==> src/rtl/t1c_pkg.sv <==
// Constants for the sixteen-bit timer/counter with prescaler
//
// Functional notes
// Enable bit 0 lets the counter advance; cleared freezes it.
// Three modes: timer, synchronous counter, asynchronous counter.
// Source select bit 1 clear: count each instruction cycle, core clock over four.
// Source select set: count rising edges of pin or timer oscillator.
// Bit 2 set bypasses synchronisation of external input; ignored in timer mode.
// Prescale field bits 5-4 divides selected input by 1, 2, 4 or 8.
// Bit 3 runs the low-power oscillator; clear shuts inverter and feedback off.
// Read-only bit 6 shows device clock taken from timer oscillator; resets 0.
// While enabled, both oscillator pins forced to inputs and read as zero.
// Bit 7 selects buffered 16-bit access; clear gives two direct byte accesses.
// Wide mode: high address is a buffer, low read copies live high byte.
// Wide mode: low write loads high byte from buffer at once.
// Wide mode: live high byte reached only through the buffer.
// High-byte writes keep prescaler count; low-byte writes clear it.
// Writable control bits and status bit reset to zero.
// Counter runs 0000h to FFFFh, wraps, latches overflow flag, gated by enable.
// Compare trigger clears counter in timer or sync mode; a write wins.
// Prescale codes 00, 01, 10, 11 give divide by 1, 2, 4, 8.
// Asynchronous counter keeps counting external edges during sleep.
package t1c_pkg;

  // ----------------------------------------
  // Register offsets
  // ----------------------------------------
  localparam logic [7:0]  CTRL_OFS     = 8'h00;
  localparam logic [7:0]  CNT_LO_OFS   = 8'h04;
  localparam logic [7:0]  CNT_HI_OFS   = 8'h08;
  localparam logic [7:0]  INT_STAT_OFS = 8'h0C;
  localparam logic [7:0]  INT_MASK_OFS = 8'h10;

  // ----------------------------------------
  // Control field positions
  // ----------------------------------------
  localparam int          BIT_ON       = 0;
  localparam int          BIT_CS       = 1;
  localparam int          BIT_SYNC     = 2;
  localparam int          BIT_OSC      = 3;
  localparam int          BIT_DIV_LO   = 4;
  localparam int          BIT_DIV_HI   = 5;
  localparam int          BIT_RUN      = 6;
  localparam int          BIT_WIDE     = 7;

  // ----------------------------------------
  // Reset values and masks
  // ----------------------------------------
  localparam logic [7:0]  CTRL_RST     = 8'h00;
  localparam logic [7:0]  CTRL_WR_MASK = 8'hBF;
  localparam logic [15:0] CNT_RST      = 16'h0000;
  localparam logic [15:0] CNT_MAX      = 16'hFFFF;
  localparam logic [7:0]  BYTE_RST     = 8'h00;
  localparam logic [2:0]  PRE_RST      = 3'h0;

  // ----------------------------------------
  // Timing
  // ----------------------------------------
  localparam int          CORE_HZ      = 100000000;
  localparam int          INSTR_DIV    = 4;
  localparam logic [1:0]  INSTR_LAST   = 2'(INSTR_DIV - 1);

  // ----------------------------------------
  // Operating modes
  // ----------------------------------------
  typedef enum logic [2:0]
  {
    MODE_TIMER = 3'b001,
    MODE_SYNC  = 3'b010,
    MODE_ASYNC = 3'b100
  } t1c_mode_e;

endpackage

==> src/rtl/t1c_timer.sv <==
// Sixteen-bit timer/counter with prescaler, APB registers and overflow interrupt
//
// Chosen here: register access over APB and the address map.
`timescale 1ns/1ps
`default_nettype none
module t1c_timer
  import t1c_pkg::*;
(
  // Clock and reset
  input  wire logic        i_core_clk,
  input  wire logic        i_rst_b,
  // APB slave
  input  wire logic        i_psel,
  input  wire logic        i_penable,
  input  wire logic        i_pwrite,
  input  wire logic [7:0]  i_paddr,
  input  wire logic [31:0] i_pwdata,
  output logic      [31:0] o_prdata,
  output logic             o_pready,
  output logic             o_pslverr,
  // Pins and system
  input  wire logic        i_ext_count_pin,
  input  wire logic        i_osc_input_pin,
  input  wire logic        i_sleep,
  input  wire logic        i_sysclk_from_timer_osc,
  input  wire logic        i_special_event,
  // Pin control and interrupt
  output logic             o_osc_run,
  output logic      [1:0]  o_pin_force_input,
  output logic             o_port_read_zero,
  output logic             o_irq
);
  import t1c_pkg::*;

  // ----------------------------------------
  // Declarations
  // ----------------------------------------
  logic [7:0]  ctrl;
  logic        sysclk_from_timer_osc;
  logic [15:0] count;
  logic [7:0]  hi_buf;
  logic [2:0]  pre_cnt;
  logic [1:0]  instr_cnt;
  logic        instr_tick;
  logic        ext_s1;
  logic        ext_s2;
  logic        osc_s1;
  logic        osc_s2;
  logic        sel_d;
  logic        sel_lvl;
  logic        ext_edge;
  logic        ext_pend;
  logic        src_tick;
  logic        cnt_inc;
  logic        trig_eff;
  logic        ovf_set;
  logic        overflow_flag;
  logic        ovf_mask;
  logic        mapped;
  logic        acc;
  logic        wr;
  logic        wr_ctrl;
  logic        wr_lo;
  logic        wr_hi;
  logic        wr_stat;
  logic        wr_mask;
  logic        rd_lo;
  logic        wide;
  logic [2:0]  div_mask;
  t1c_mode_e   mode;

  // ----------------------------------------
  // Decode helpers
  // ----------------------------------------
  function automatic logic at(input logic [7:0] a, input logic [7:0] ofs);
    at = (a == ofs);
  endfunction

  function automatic logic [2:0] divider_mask(input logic [1:0] sel);
    logic [2:0] m;
    m = 3'h0;
    unique case (sel)
      2'b00: m = 3'h0;
      2'b01: m = 3'h1;
      2'b10: m = 3'h3;
      2'b11: m = 3'h7;
    endcase
    divider_mask = m;
  endfunction

  // ----------------------------------------
  // Bus decode
  // ----------------------------------------
  assign mapped  = at(i_paddr, CTRL_OFS) | at(i_paddr, CNT_LO_OFS) | at(i_paddr, CNT_HI_OFS)
                 | at(i_paddr, INT_STAT_OFS) | at(i_paddr, INT_MASK_OFS);
  assign acc     = i_psel & i_penable & o_pready;
  assign wr      = acc & i_pwrite & mapped;
  assign wr_ctrl = wr & at(i_paddr, CTRL_OFS);
  assign wr_lo   = wr & at(i_paddr, CNT_LO_OFS);
  assign wr_hi   = wr & at(i_paddr, CNT_HI_OFS);
  assign wr_stat = wr & at(i_paddr, INT_STAT_OFS);
  assign wr_mask = wr & at(i_paddr, INT_MASK_OFS);
  assign rd_lo   = acc & ~i_pwrite & at(i_paddr, CNT_LO_OFS);
  assign wide    = ctrl[BIT_WIDE];

  // ----------------------------------------
  // APB handshake and read data
  // ----------------------------------------
  always_ff @(posedge i_core_clk)
  begin
    if (!i_rst_b)
    begin
      o_pready  <= 1'b0;
      o_pslverr <= 1'b0;
      o_prdata  <= 32'h0000_0000;
    end
    else
    begin
      o_pready  <= i_psel & i_penable & ~o_pready;
      o_pslverr <= i_psel & i_penable & ~o_pready & ~mapped;
      if (i_psel & i_penable & ~o_pready & ~i_pwrite)
      begin
        o_prdata <= 32'h0000_0000;
        if (at(i_paddr, CTRL_OFS))
          o_prdata[7:0] <= {ctrl[7], sysclk_from_timer_osc, ctrl[5:0]};
        if (at(i_paddr, CNT_LO_OFS))
          o_prdata[7:0] <= count[7:0];
        if (at(i_paddr, CNT_HI_OFS))
          o_prdata[7:0] <= wide ? hi_buf : count[15:8];
        if (at(i_paddr, INT_STAT_OFS))
          o_prdata[0] <= overflow_flag;
        if (at(i_paddr, INT_MASK_OFS))
          o_prdata[0] <= ovf_mask;
      end
    end
  end

  // ----------------------------------------
  // Control register
  // ----------------------------------------
  always_ff @(posedge i_core_clk)
  begin
    if (!i_rst_b)
      ctrl <= CTRL_RST;
    else if (wr_ctrl)
      ctrl <= i_pwdata[7:0] & CTRL_WR_MASK;
  end

  always_ff @(posedge i_core_clk)
  begin
    if (!i_rst_b)
      sysclk_from_timer_osc <= 1'b0;
    else
      sysclk_from_timer_osc <= i_sysclk_from_timer_osc;
  end

  // ----------------------------------------
  // Pin and oscillator control
  // ----------------------------------------
  always_ff @(posedge i_core_clk)
  begin
    if (!i_rst_b)
    begin
      o_osc_run         <= 1'b0;
      o_pin_force_input <= 2'b00;
      o_port_read_zero  <= 1'b0;
    end
    else
    begin
      o_osc_run         <= ctrl[BIT_OSC];
      o_pin_force_input <= {2{ctrl[BIT_ON]}};
      o_port_read_zero  <= ctrl[BIT_ON];
    end
  end

  // ----------------------------------------
  // Input synchronisers and edge detect
  // ----------------------------------------
  always_ff @(posedge i_core_clk)
  begin
    if (!i_rst_b)
    begin
      ext_s1 <= 1'b0;
      ext_s2 <= 1'b0;
      osc_s1 <= 1'b0;
      osc_s2 <= 1'b0;
      sel_d  <= 1'b0;
    end
    else
    begin
      ext_s1 <= i_ext_count_pin;
      ext_s2 <= ext_s1;
      osc_s1 <= i_osc_input_pin;
      osc_s2 <= osc_s1;
      sel_d  <= sel_lvl;
    end
  end

  assign sel_lvl  = ctrl[BIT_OSC] ? osc_s2 : ext_s2;
  assign ext_edge = sel_lvl & ~sel_d;

  // ----------------------------------------
  // Instruction cycle tick
  // ----------------------------------------
  always_ff @(posedge i_core_clk)
  begin
    if (!i_rst_b)
      instr_cnt <= 2'b00;
    else
      instr_cnt <= instr_cnt + 2'b01;
  end

  assign instr_tick = (instr_cnt == INSTR_LAST);

  // ----------------------------------------
  // Mode and source selection
  // ----------------------------------------
  always_comb
  begin
    if (!ctrl[BIT_CS])
      mode = MODE_TIMER;
    else if (ctrl[BIT_SYNC])
      mode = MODE_ASYNC;
    else
      mode = MODE_SYNC;
  end

  always_ff @(posedge i_core_clk)
  begin
    if (!i_rst_b)
      ext_pend <= 1'b0;
    else if (mode != MODE_SYNC || instr_tick)
      ext_pend <= 1'b0;
    else if (ext_edge)
      ext_pend <= 1'b1;
  end

  always_comb
  begin
    src_tick = 1'b0;
    unique case (mode)
      MODE_TIMER: src_tick = instr_tick & ~i_sleep;
      MODE_SYNC:  src_tick = instr_tick & (ext_pend | ext_edge) & ~i_sleep;
      MODE_ASYNC: src_tick = ext_edge;
    endcase
  end

  // ----------------------------------------
  // Prescaler
  // ----------------------------------------
  assign div_mask = divider_mask(ctrl[BIT_DIV_HI:BIT_DIV_LO]);
  assign cnt_inc  = src_tick & ctrl[BIT_ON] & ((pre_cnt & div_mask) == div_mask);
  assign trig_eff = i_special_event & (mode != MODE_ASYNC);

  always_ff @(posedge i_core_clk)
  begin
    if (!i_rst_b)
      pre_cnt <= PRE_RST;
    else if (wr_lo)
      pre_cnt <= PRE_RST;
    else if (src_tick & ctrl[BIT_ON])
      pre_cnt <= pre_cnt + 3'h1;
  end

  // ----------------------------------------
  // Counter and high byte buffer
  // ----------------------------------------
  always_ff @(posedge i_core_clk)
  begin
    if (!i_rst_b)
      count <= CNT_RST;
    else if (wr_lo)
      count <= {wide ? hi_buf : count[15:8], i_pwdata[7:0]};
    else if (wr_hi && !wide)
      count <= {i_pwdata[7:0], count[7:0] + {7'h00, cnt_inc}};
    else if (trig_eff)
      count <= CNT_RST;
    else if (cnt_inc)
      count <= count + 16'h0001;
  end

  always_ff @(posedge i_core_clk)
  begin
    if (!i_rst_b)
      hi_buf <= BYTE_RST;
    else if (wr_hi && wide)
      hi_buf <= i_pwdata[7:0];
    else if (rd_lo && wide)
      hi_buf <= count[15:8];
  end

  // ----------------------------------------
  // Overflow flag, mask and interrupt
  // ----------------------------------------
  assign ovf_set = cnt_inc & (count == CNT_MAX) & ~wr_lo & ~(wr_hi & ~wide) & ~trig_eff;

  always_ff @(posedge i_core_clk)
  begin
    if (!i_rst_b)
      overflow_flag <= 1'b0;
    else
      overflow_flag <= (overflow_flag & ~(wr_stat & i_pwdata[0])) | ovf_set;
  end

  always_ff @(posedge i_core_clk)
  begin
    if (!i_rst_b)
      ovf_mask <= 1'b0;
    else if (wr_mask)
      ovf_mask <= i_pwdata[0];
  end

  always_ff @(posedge i_core_clk)
  begin
    if (!i_rst_b)
      o_irq <= 1'b0;
    else
      o_irq <= overflow_flag & ovf_mask;
  end

  // ----------------------------------------
  // Assertions
  // ----------------------------------------
  property p_freeze;
    @(posedge i_core_clk) disable iff (!i_rst_b)
      (!ctrl[BIT_ON] && !wr_lo && !wr_hi && !trig_eff) |=> (count == $past(count));
  endproperty
  a_freeze: assert property (p_freeze)
    else $error("counter moved while disabled");

  property p_timer_rate;
    @(posedge i_core_clk) disable iff (!i_rst_b)
      (cnt_inc && mode == MODE_TIMER) |-> (instr_cnt == INSTR_LAST) ##1 !cnt_inc [*3];
  endproperty
  a_timer_rate: assert property (p_timer_rate)
    else $error("timer mode counted faster than instruction rate");

  property p_sleep_hold;
    @(posedge i_core_clk) disable iff (!i_rst_b)
      (i_sleep && mode != MODE_ASYNC) |-> !cnt_inc;
  endproperty
  a_sleep_hold: assert property (p_sleep_hold)
    else $error("synchronised mode counted during sleep");

  property p_wrap;
    @(posedge i_core_clk) disable iff (!i_rst_b)
      (cnt_inc && count == CNT_MAX && !wr && !trig_eff) |=> (count == CNT_RST) && overflow_flag;
  endproperty
  a_wrap: assert property (p_wrap)
    else $error("rollover did not wrap or set flag");

  property p_trig;
    @(posedge i_core_clk) disable iff (!i_rst_b)
      (trig_eff && !wr) |=> (count == CNT_RST) && (overflow_flag == $past(overflow_flag) || $past(wr_stat));
  endproperty
  a_trig: assert property (p_trig)
    else $error("trigger did not clear counter cleanly");

  property p_trig_prec;
    @(posedge i_core_clk) disable iff (!i_rst_b)
      (trig_eff && wr_lo) |=> (count[7:0] == $past(i_pwdata[7:0]));
  endproperty
  a_trig_prec: assert property (p_trig_prec)
    else $error("write lost against trigger");

  property p_buf_rd;
    @(posedge i_core_clk) disable iff (!i_rst_b)
      (rd_lo && wide && !wr_hi) |=> (hi_buf == $past(count[15:8]));
  endproperty
  a_buf_rd: assert property (p_buf_rd)
    else $error("low read did not capture high byte");

  property p_buf_wr;
    @(posedge i_core_clk) disable iff (!i_rst_b)
      (wr_lo && wide) |=> (count == {$past(hi_buf), $past(i_pwdata[7:0])});
  endproperty
  a_buf_wr: assert property (p_buf_wr)
    else $error("wide low write did not load both bytes");

  property p_pre_clr;
    @(posedge i_core_clk) disable iff (!i_rst_b)
      wr_lo |=> (pre_cnt == PRE_RST);
  endproperty
  a_pre_clr: assert property (p_pre_clr)
    else $error("low write left prescaler count");

  property p_pins;
    @(posedge i_core_clk) disable iff (!i_rst_b)
      $rose(ctrl[BIT_ON]) |=> (o_pin_force_input == 2'b11) && o_port_read_zero;
  endproperty
  a_pins: assert property (p_pins)
    else $error("pins not forced to input when enabled");

endmodule
`default_nettype wire

==> config.mk <==
export PLATFORM = sky130hd
export DESIGN_NAME = t1c_timer
export DESIGN_NICKNAME = d
export VERILOG_FILES = /design/src/rtl/t1c_pkg.sv /design/src/rtl/t1c_timer.sv
export SDC_FILE = /design/constraint.sdc
export NUM_CORES = 1
export LEC_CHECK = 0
export ABC_AREA = 0
export BUFFER_PORTS_ARGS = -buffer_cell sky130_fd_sc_hd__buf_4
export CORE_MARGIN = 2
export CORE_UTILIZATION = 50
export CTS_CLUSTER_DIAMETER = 60
export DETAILED_ROUTE_END_ITERATION = 10
export PLACE_DENSITY_LB_ADDON = 0.1
export SLEW_MARGIN = 20
export SYNTH_ARGS = -nofsm -noshare
export SYNTH_HDL_FRONTEND = slang
export SYNTH_SLANG_ARGS = --single-unit
==> constraint.sdc <==
create_clock -name i_core_clk -period 3.8 [get_ports i_core_clk]
set_input_delay 1.14 -clock i_core_clk [delete_from_list [all_inputs] [get_ports i_core_clk]]
set_output_delay 1.14 -clock i_core_clk [all_outputs]
set_load 0.005 [all_outputs]
# == Word-level counts from Yosys, hierarchy flattened ==
# Index checks and enable logic that the tools add are counted.
# word_totals
regBits,59
in_bits,50
out_inout_bits,39
wordCells,115
# op_classes
add_sub_neg,4
eq_ne,15
n_mux,17
bitwise,47
n_reduce_logical,11
# op_table
cell,count
16-bit two-way mux,4
8-bit two-way mux,6
1-bit bitwise AND,29
"16-bit by 1-bit adder with 16-bit output, second input constant",1
"16-bit equality test, second input constant",1
"8-bit by 4-bit equality test with 1-bit output, second input constant",2
3-bit one-hot mux with 4 select lines,1
1-bit inverter,11
8-bit by 1-bit adder with 8-bit output,1
"8-bit by 3-bit equality test with 1-bit output, second input constant",1
"8-bit by 5-bit equality test with 1-bit output, second input constant",1
8-bit logical NOT,1
"2-bit equality test, second input constant",3
3-bit two-way mux,2
1-bit OR,6
4-bit nonzero test,1
2-bit OR reduction,2
"3-bit by 1-bit adder with 3-bit output, second input constant",1
3-bit bitwise AND,1
"3-bit by 1-bit equality test with 1-bit output, second input constant",1
"3-bit by 2-bit equality test with 1-bit output, second input constant",1
3-bit equality test,1
"3-bit equality test, second input constant",1
1-bit logical AND,3
10 further kinds,12

# == Depth between registers and ports, before layout ==
# logic_depth
depth_word,13
depth_mapped,12
depth_no_buf,12

# == Worst setup path before layout ==
# OpenSTA, ideal clock, no wires.
# synth_path
path_kind,input -> register
from,input port i_sleep
to,register count[6]
setup_ps,58
t_arrival_ps,2977
required_ps,3742
slack_ps,765
stages,11
path_buffers,0
cell_sequence,nand2b_1 > a21bo_2 > nand4b_1 > clkinv_1 > ha_1 > ha_1 > and3_1 > o21ai_0 > a21oi_1 > o311ai_1 > o211a_1
# synth_between
elab_chain_len,8
elab_cells_between_ends,10
cone_classes,add/sub (1); mux (3); bitwise (5); reduce/logical (1)
# synth_rtl
element,line_no,source
start: declaration,t1c_timer.sv:24,"input wire logic i_sleep,"
1-bit inverter *,"t1c_timer.sv:242, t1c_timer.sv:243",
1-bit bitwise AND (on tied branches),"t1c_timer.sv:243, t1c_timer.sv:242",
1-bit one-hot mux with 3 select lines *,t1c_timer.sv:241,unique case (mode)
1-bit bitwise AND * (2 in a row),t1c_timer.sv:252,assign cnt_inc = src_tick & ctrl[BIT_ON] & ((pre_cnt & div_mask) == div_mask);
8-bit by 1-bit adder with 8-bit output,t1c_timer.sv:275,"count <= {i_pwdata[7:0], count[7:0] + {7'h00, cnt_inc}};"
16-bit two-way mux,t1c_timer.sv:274,else if (wr_hi && !wide)
16-bit two-way mux,t1c_timer.sv:272,else if (wr_lo)
end signal: assignment,t1c_timer.sv:273,"count <= {wide ? hi_buf : count[15:8], i_pwdata[7:0]};"
end signal: assignment,t1c_timer.sv:275,
end signal: assignment,t1c_timer.sv:279,count <= count + 16'h0001;
end: declaration,t1c_timer.sv:40,logic [15:0] count;
# Mark *: on every way between the ends. The rest lies on a longest branch, timed or not.
# A chain may end at the register's enable or synchronous reset.

# == Worst setup path after layout ==
# layout_path
from,input port i_sleep
to,register count[4]
# The elaborated chain is that of the path after synthesis.

==> results list <==
- Max incr delay on CP: 250 ps
* HP Class: register to register
* Final max-slew violation count: 0
- The worst path in the final design needs a cycle of 2820 ps, including I/O delays and setup.
* Total number of clock tree sinks: 58
- Worst R2R Start: ctrl[3]$_SDFFE_PN0P_
- A synthesized cell averages 8.28 µm².
- Most common library cell in the layout ignoring fill and taps: sky130_fd_sc_hd__dfxtp_1
* Total routing usage reported by global routing: 25.3%
* CTS root buf: sky130_fd_sc_hd__clkbuf_8
- Power Density: 351 nW/µm²
* Result of the run: completed
- Buffer depth of the longest clock path: 2
- Synthesis produced 432 cells.
- Placement row count: 30
* Wire length of the first global-routing pass: 15100 µm
- Sequential element share of the synthesized area: 32.4%
* Highest-count cells in the layout ignoring fill and taps: 58 x sky130_fd_sc_hd__dfxtp_1, 52 x sky130_fd_sc_hd__nand2_1, 49 x sky130_fd_sc_hd__buf_4, 25 x sky130_fd_sc_hd__a21oi_1
- Worst slew slack as a fraction of its limit: 59.1%
* Endpoint with the worst hold slack: instr_cnt[0]$_SDFF_PN0_
* Total setup buffers inserted after CTS: 0
- Worst IR drop on VDD: 0.253 mV
* RePlAce Congestion: 0.967
* Netlist area before placement: 3580 µm²
- The floorplan step set the die width to 88.6 µm.
- Total of max-cap violations: 0
- Number of gates given a new drive strength after cts: 0
- Average routed wire per standard cell: 16.7 µm
- Data on the critical path is required at its endpoint by 4050 ps.
- Share of synthesized flip-flops with an asynchronous set or reset: 0%
- From synthesis to final layout, the design area changed by 11.9%.
- Vias after detailed routing: 3261
* TritonCTS clock tree: built
- The most used flip-flop cell after synthesis is sky130_fd_sc_hd__dfxtp_1.
- Across all register-to-register paths, the minimum setup slack is 1170 ps.
* Detailed Route WL: 9390 µm
- Starting density of the core: 52.1%
* Cell repeated most along the worst path: sky130_fd_sc_hd__ha_1
- Post-route antenna net violation count: 0
- PortBufs: 40
- CTS Hold Bufs: 0
* Clock tree skew after final layout: 8.56 ps
- Overall power consumption: 1.40 mW
* R2r endpoint: count[6]$_SDFFE_PN0P_
- The post-route netlist has 17.8% of its cells at a drive strength greater than 1.
- Vias per inst: 5.79
- The die is 88.6 µm tall.
* Drt pass-1 iters: 5
- Violation count after the first detailed-routing iteration: 226
- Final hold viol count: 0
* Leakage Power: 1.58 nW
- The worst setup path is launched from a primary input.
- For the worst setup path, the data arrival time is 3070 ps.
- Setup repair after global routing missed its margin: no
- H-tree depth reported by CTS: 3
- Residual DRC count: 0
- The die covers 7850 µm².
* Core region area: 6870 µm²
- The initial antenna violation count was 0.
* Synth warn: 0
* Final layout net count: 517
- Counting the buffers created by CTS gives 9.
- The signal on the critical path passes through buf_4 -> nand2b_1 -> a21bo_2 -> nand4b_1 -> clkinv_1 -> ha_1 -> ha_1 -> nand3_1 -> a32oi_1 -> o22ai_1 -> o221a_2.
- Yosys mapped the design onto 67 distinct sky130hd cell types.
- Clock latency on the worst-skew pair, taken at its later pin, is 350 ps.
- Via count of the first global-routing pass: 2921
- Crit-path slowest cell: sky130_fd_sc_hd__nand4b_1
* Capturing element type of the critical path: register
* Clock edge transition at the registers on the reported setup and hold paths: 80 ps
- I/O pin count: 89
* Crit path kind: primary input to register
- The critical path starts at i_sleep.
* Number of instances on the worst hold path: 1
- ANT cells: 0
- For the pin with the worst max-slew slack, the measured transition is 614 ps.
- The worst register-to-register path has a depth of 11.
- The total overflow left after global routing is 0.
* Sum of net half-perimeters after detailed placement: 6800 µm
- CP max FO: 5
* Largest net degree at the start of global routing: 59
- Counting flops with a built-in enable in the synthesized netlist gives 0.
- Setup TNS: 0 ps
* Setup Viol. Count Final: 0
- Ratio of final minimum period to clock period: 74.2%
* Synth Register Bits: 58
- Worst hold start: instr_cnt[0]$_SDFF_PN0_
* Highest clock rate: 0.355 GHz
synth_stat cells, types with 7 or more instances:
cell,number,area [µm²]
sky130_fd_sc_hd__nand3_1,20,100
sky130_fd_sc_hd__a211oi_1,7,52.6
sky130_fd_sc_hd__inv_1,8,30.0
sky130_fd_sc_hd__mux2i_1,15,150
sky130_fd_sc_hd__and2_1,18,113
sky130_fd_sc_hd__nand2_1,52,195
sky130_fd_sc_hd__nor3_1,9,45.0
sky130_fd_sc_hd__o211a_1,10,100
sky130_fd_sc_hd__clkbuf_1,13,48.8
sky130_fd_sc_hd__nor2_1,24,90.1
sky130_fd_sc_hd__o21ai_0,18,90.1
sky130_fd_sc_hd__o21ai_1,7,35.0
sky130_fd_sc_hd__a21oi_1,25,125
sky130_fd_sc_hd__dfxtp_1,58,1160
sky130_fd_sc_hd__xnor2_1,10,87.6
sky130_fd_sc_hd__nand4_1,8,50.1
sky130_fd_sc_hd__buf_4,28,210
sky130_fd_sc_hd__a21boi_0,8,60.1
routing by layer:
layer / up-vias / global-route usage (%) / wire length [µm]
met5: - / 0 / 0
met4: 0 / 10.5 / 270
met3: 28 / 7.84 / 798
met2: 154 / 37.7 / 4270
met1: 1509 / 34.1 / 4050
li1: 1570 / - / -
metrics by stage:
step	hold slack, ps	util, %	setup slack [ps]	instances	cell area [µm²]
2_1_floorplan	398	-	765	455	3660
3_3_place_gp	410	55.0	626	547	3780
3_5_place_dp	412	55.0	675	547	3780
4_1_cts	424	58.3	1040	563	4000
5_1_grt	430	58.3	832	563	4000
6_report	420	58.3	981	563	4000
worst max-delay path: cells and delay by family:
family | cells | cell delay, ps
AND/OR/NAND/NOR | 3 | 500
buffers and inverters | 2 | 210
AO/OA/AOI/OAI | 4 | 790
adder cells (fa/ha/maj) | 2 | 430
worst max-delay path by stage:
| stage | end | slack [ps] | cells after the start |
|---|---|---|---|
| after floorplan | count[6]$_SDFFE_PN0P_ | 770 | 11 |
| after global placement | count[7]$_SDFFE_PN0P_ | 630 | 7 |
| after detailed placement | count[5]$_SDFFE_PN0P_ | 680 | 12 |
| after CTS | count[5]$_SDFFE_PN0P_ | 1040 | 12 |
| after global routing | count[7]$_SDFFE_PN0P_ | 830 | 7 |
| final | count[4]$_SDFFE_PN0P_ | 980 | 11 |
layout make-up:
type | instances | area (µm²)
Inverter | 9 | 33.8
Clock buffer | 9 | 124
Tap cell | 96 | 120
Multi-Input combinational cell | 335 | 2090
Timing Repair Buffer | 49 | 368
Clock inverter | 7 | 101
Sequential cell | 58 | 1160
Fill cell | 666 | 2870
where the power goes:
group          switching (mW)  total [mW]  leakage (nW)  internal, mW
registers              0.0122       0.631         0.471         0.619
clock network           0.279       0.652         0.106         0.373
logic                  0.0722       0.120          1.01        0.0477
cells by family after synthesis:
logic type	share of synthesized area (%)
simple gates	25.4
compound gates	20.5
buf+inv	11.4
flops	32.4
mux	5.45
xor+xnor	2.94
fa+ha+maj	1.75
other cells	0.105
state kept, by name, indices dropped and copies added, names as in the netlist, 2 cells and up:
signal and count:
hi_buf 8, instr_cnt 2, count 16, o_prdata 8, ctrl 7, pre_cnt 3
Power figures use the tool's default switching activity.
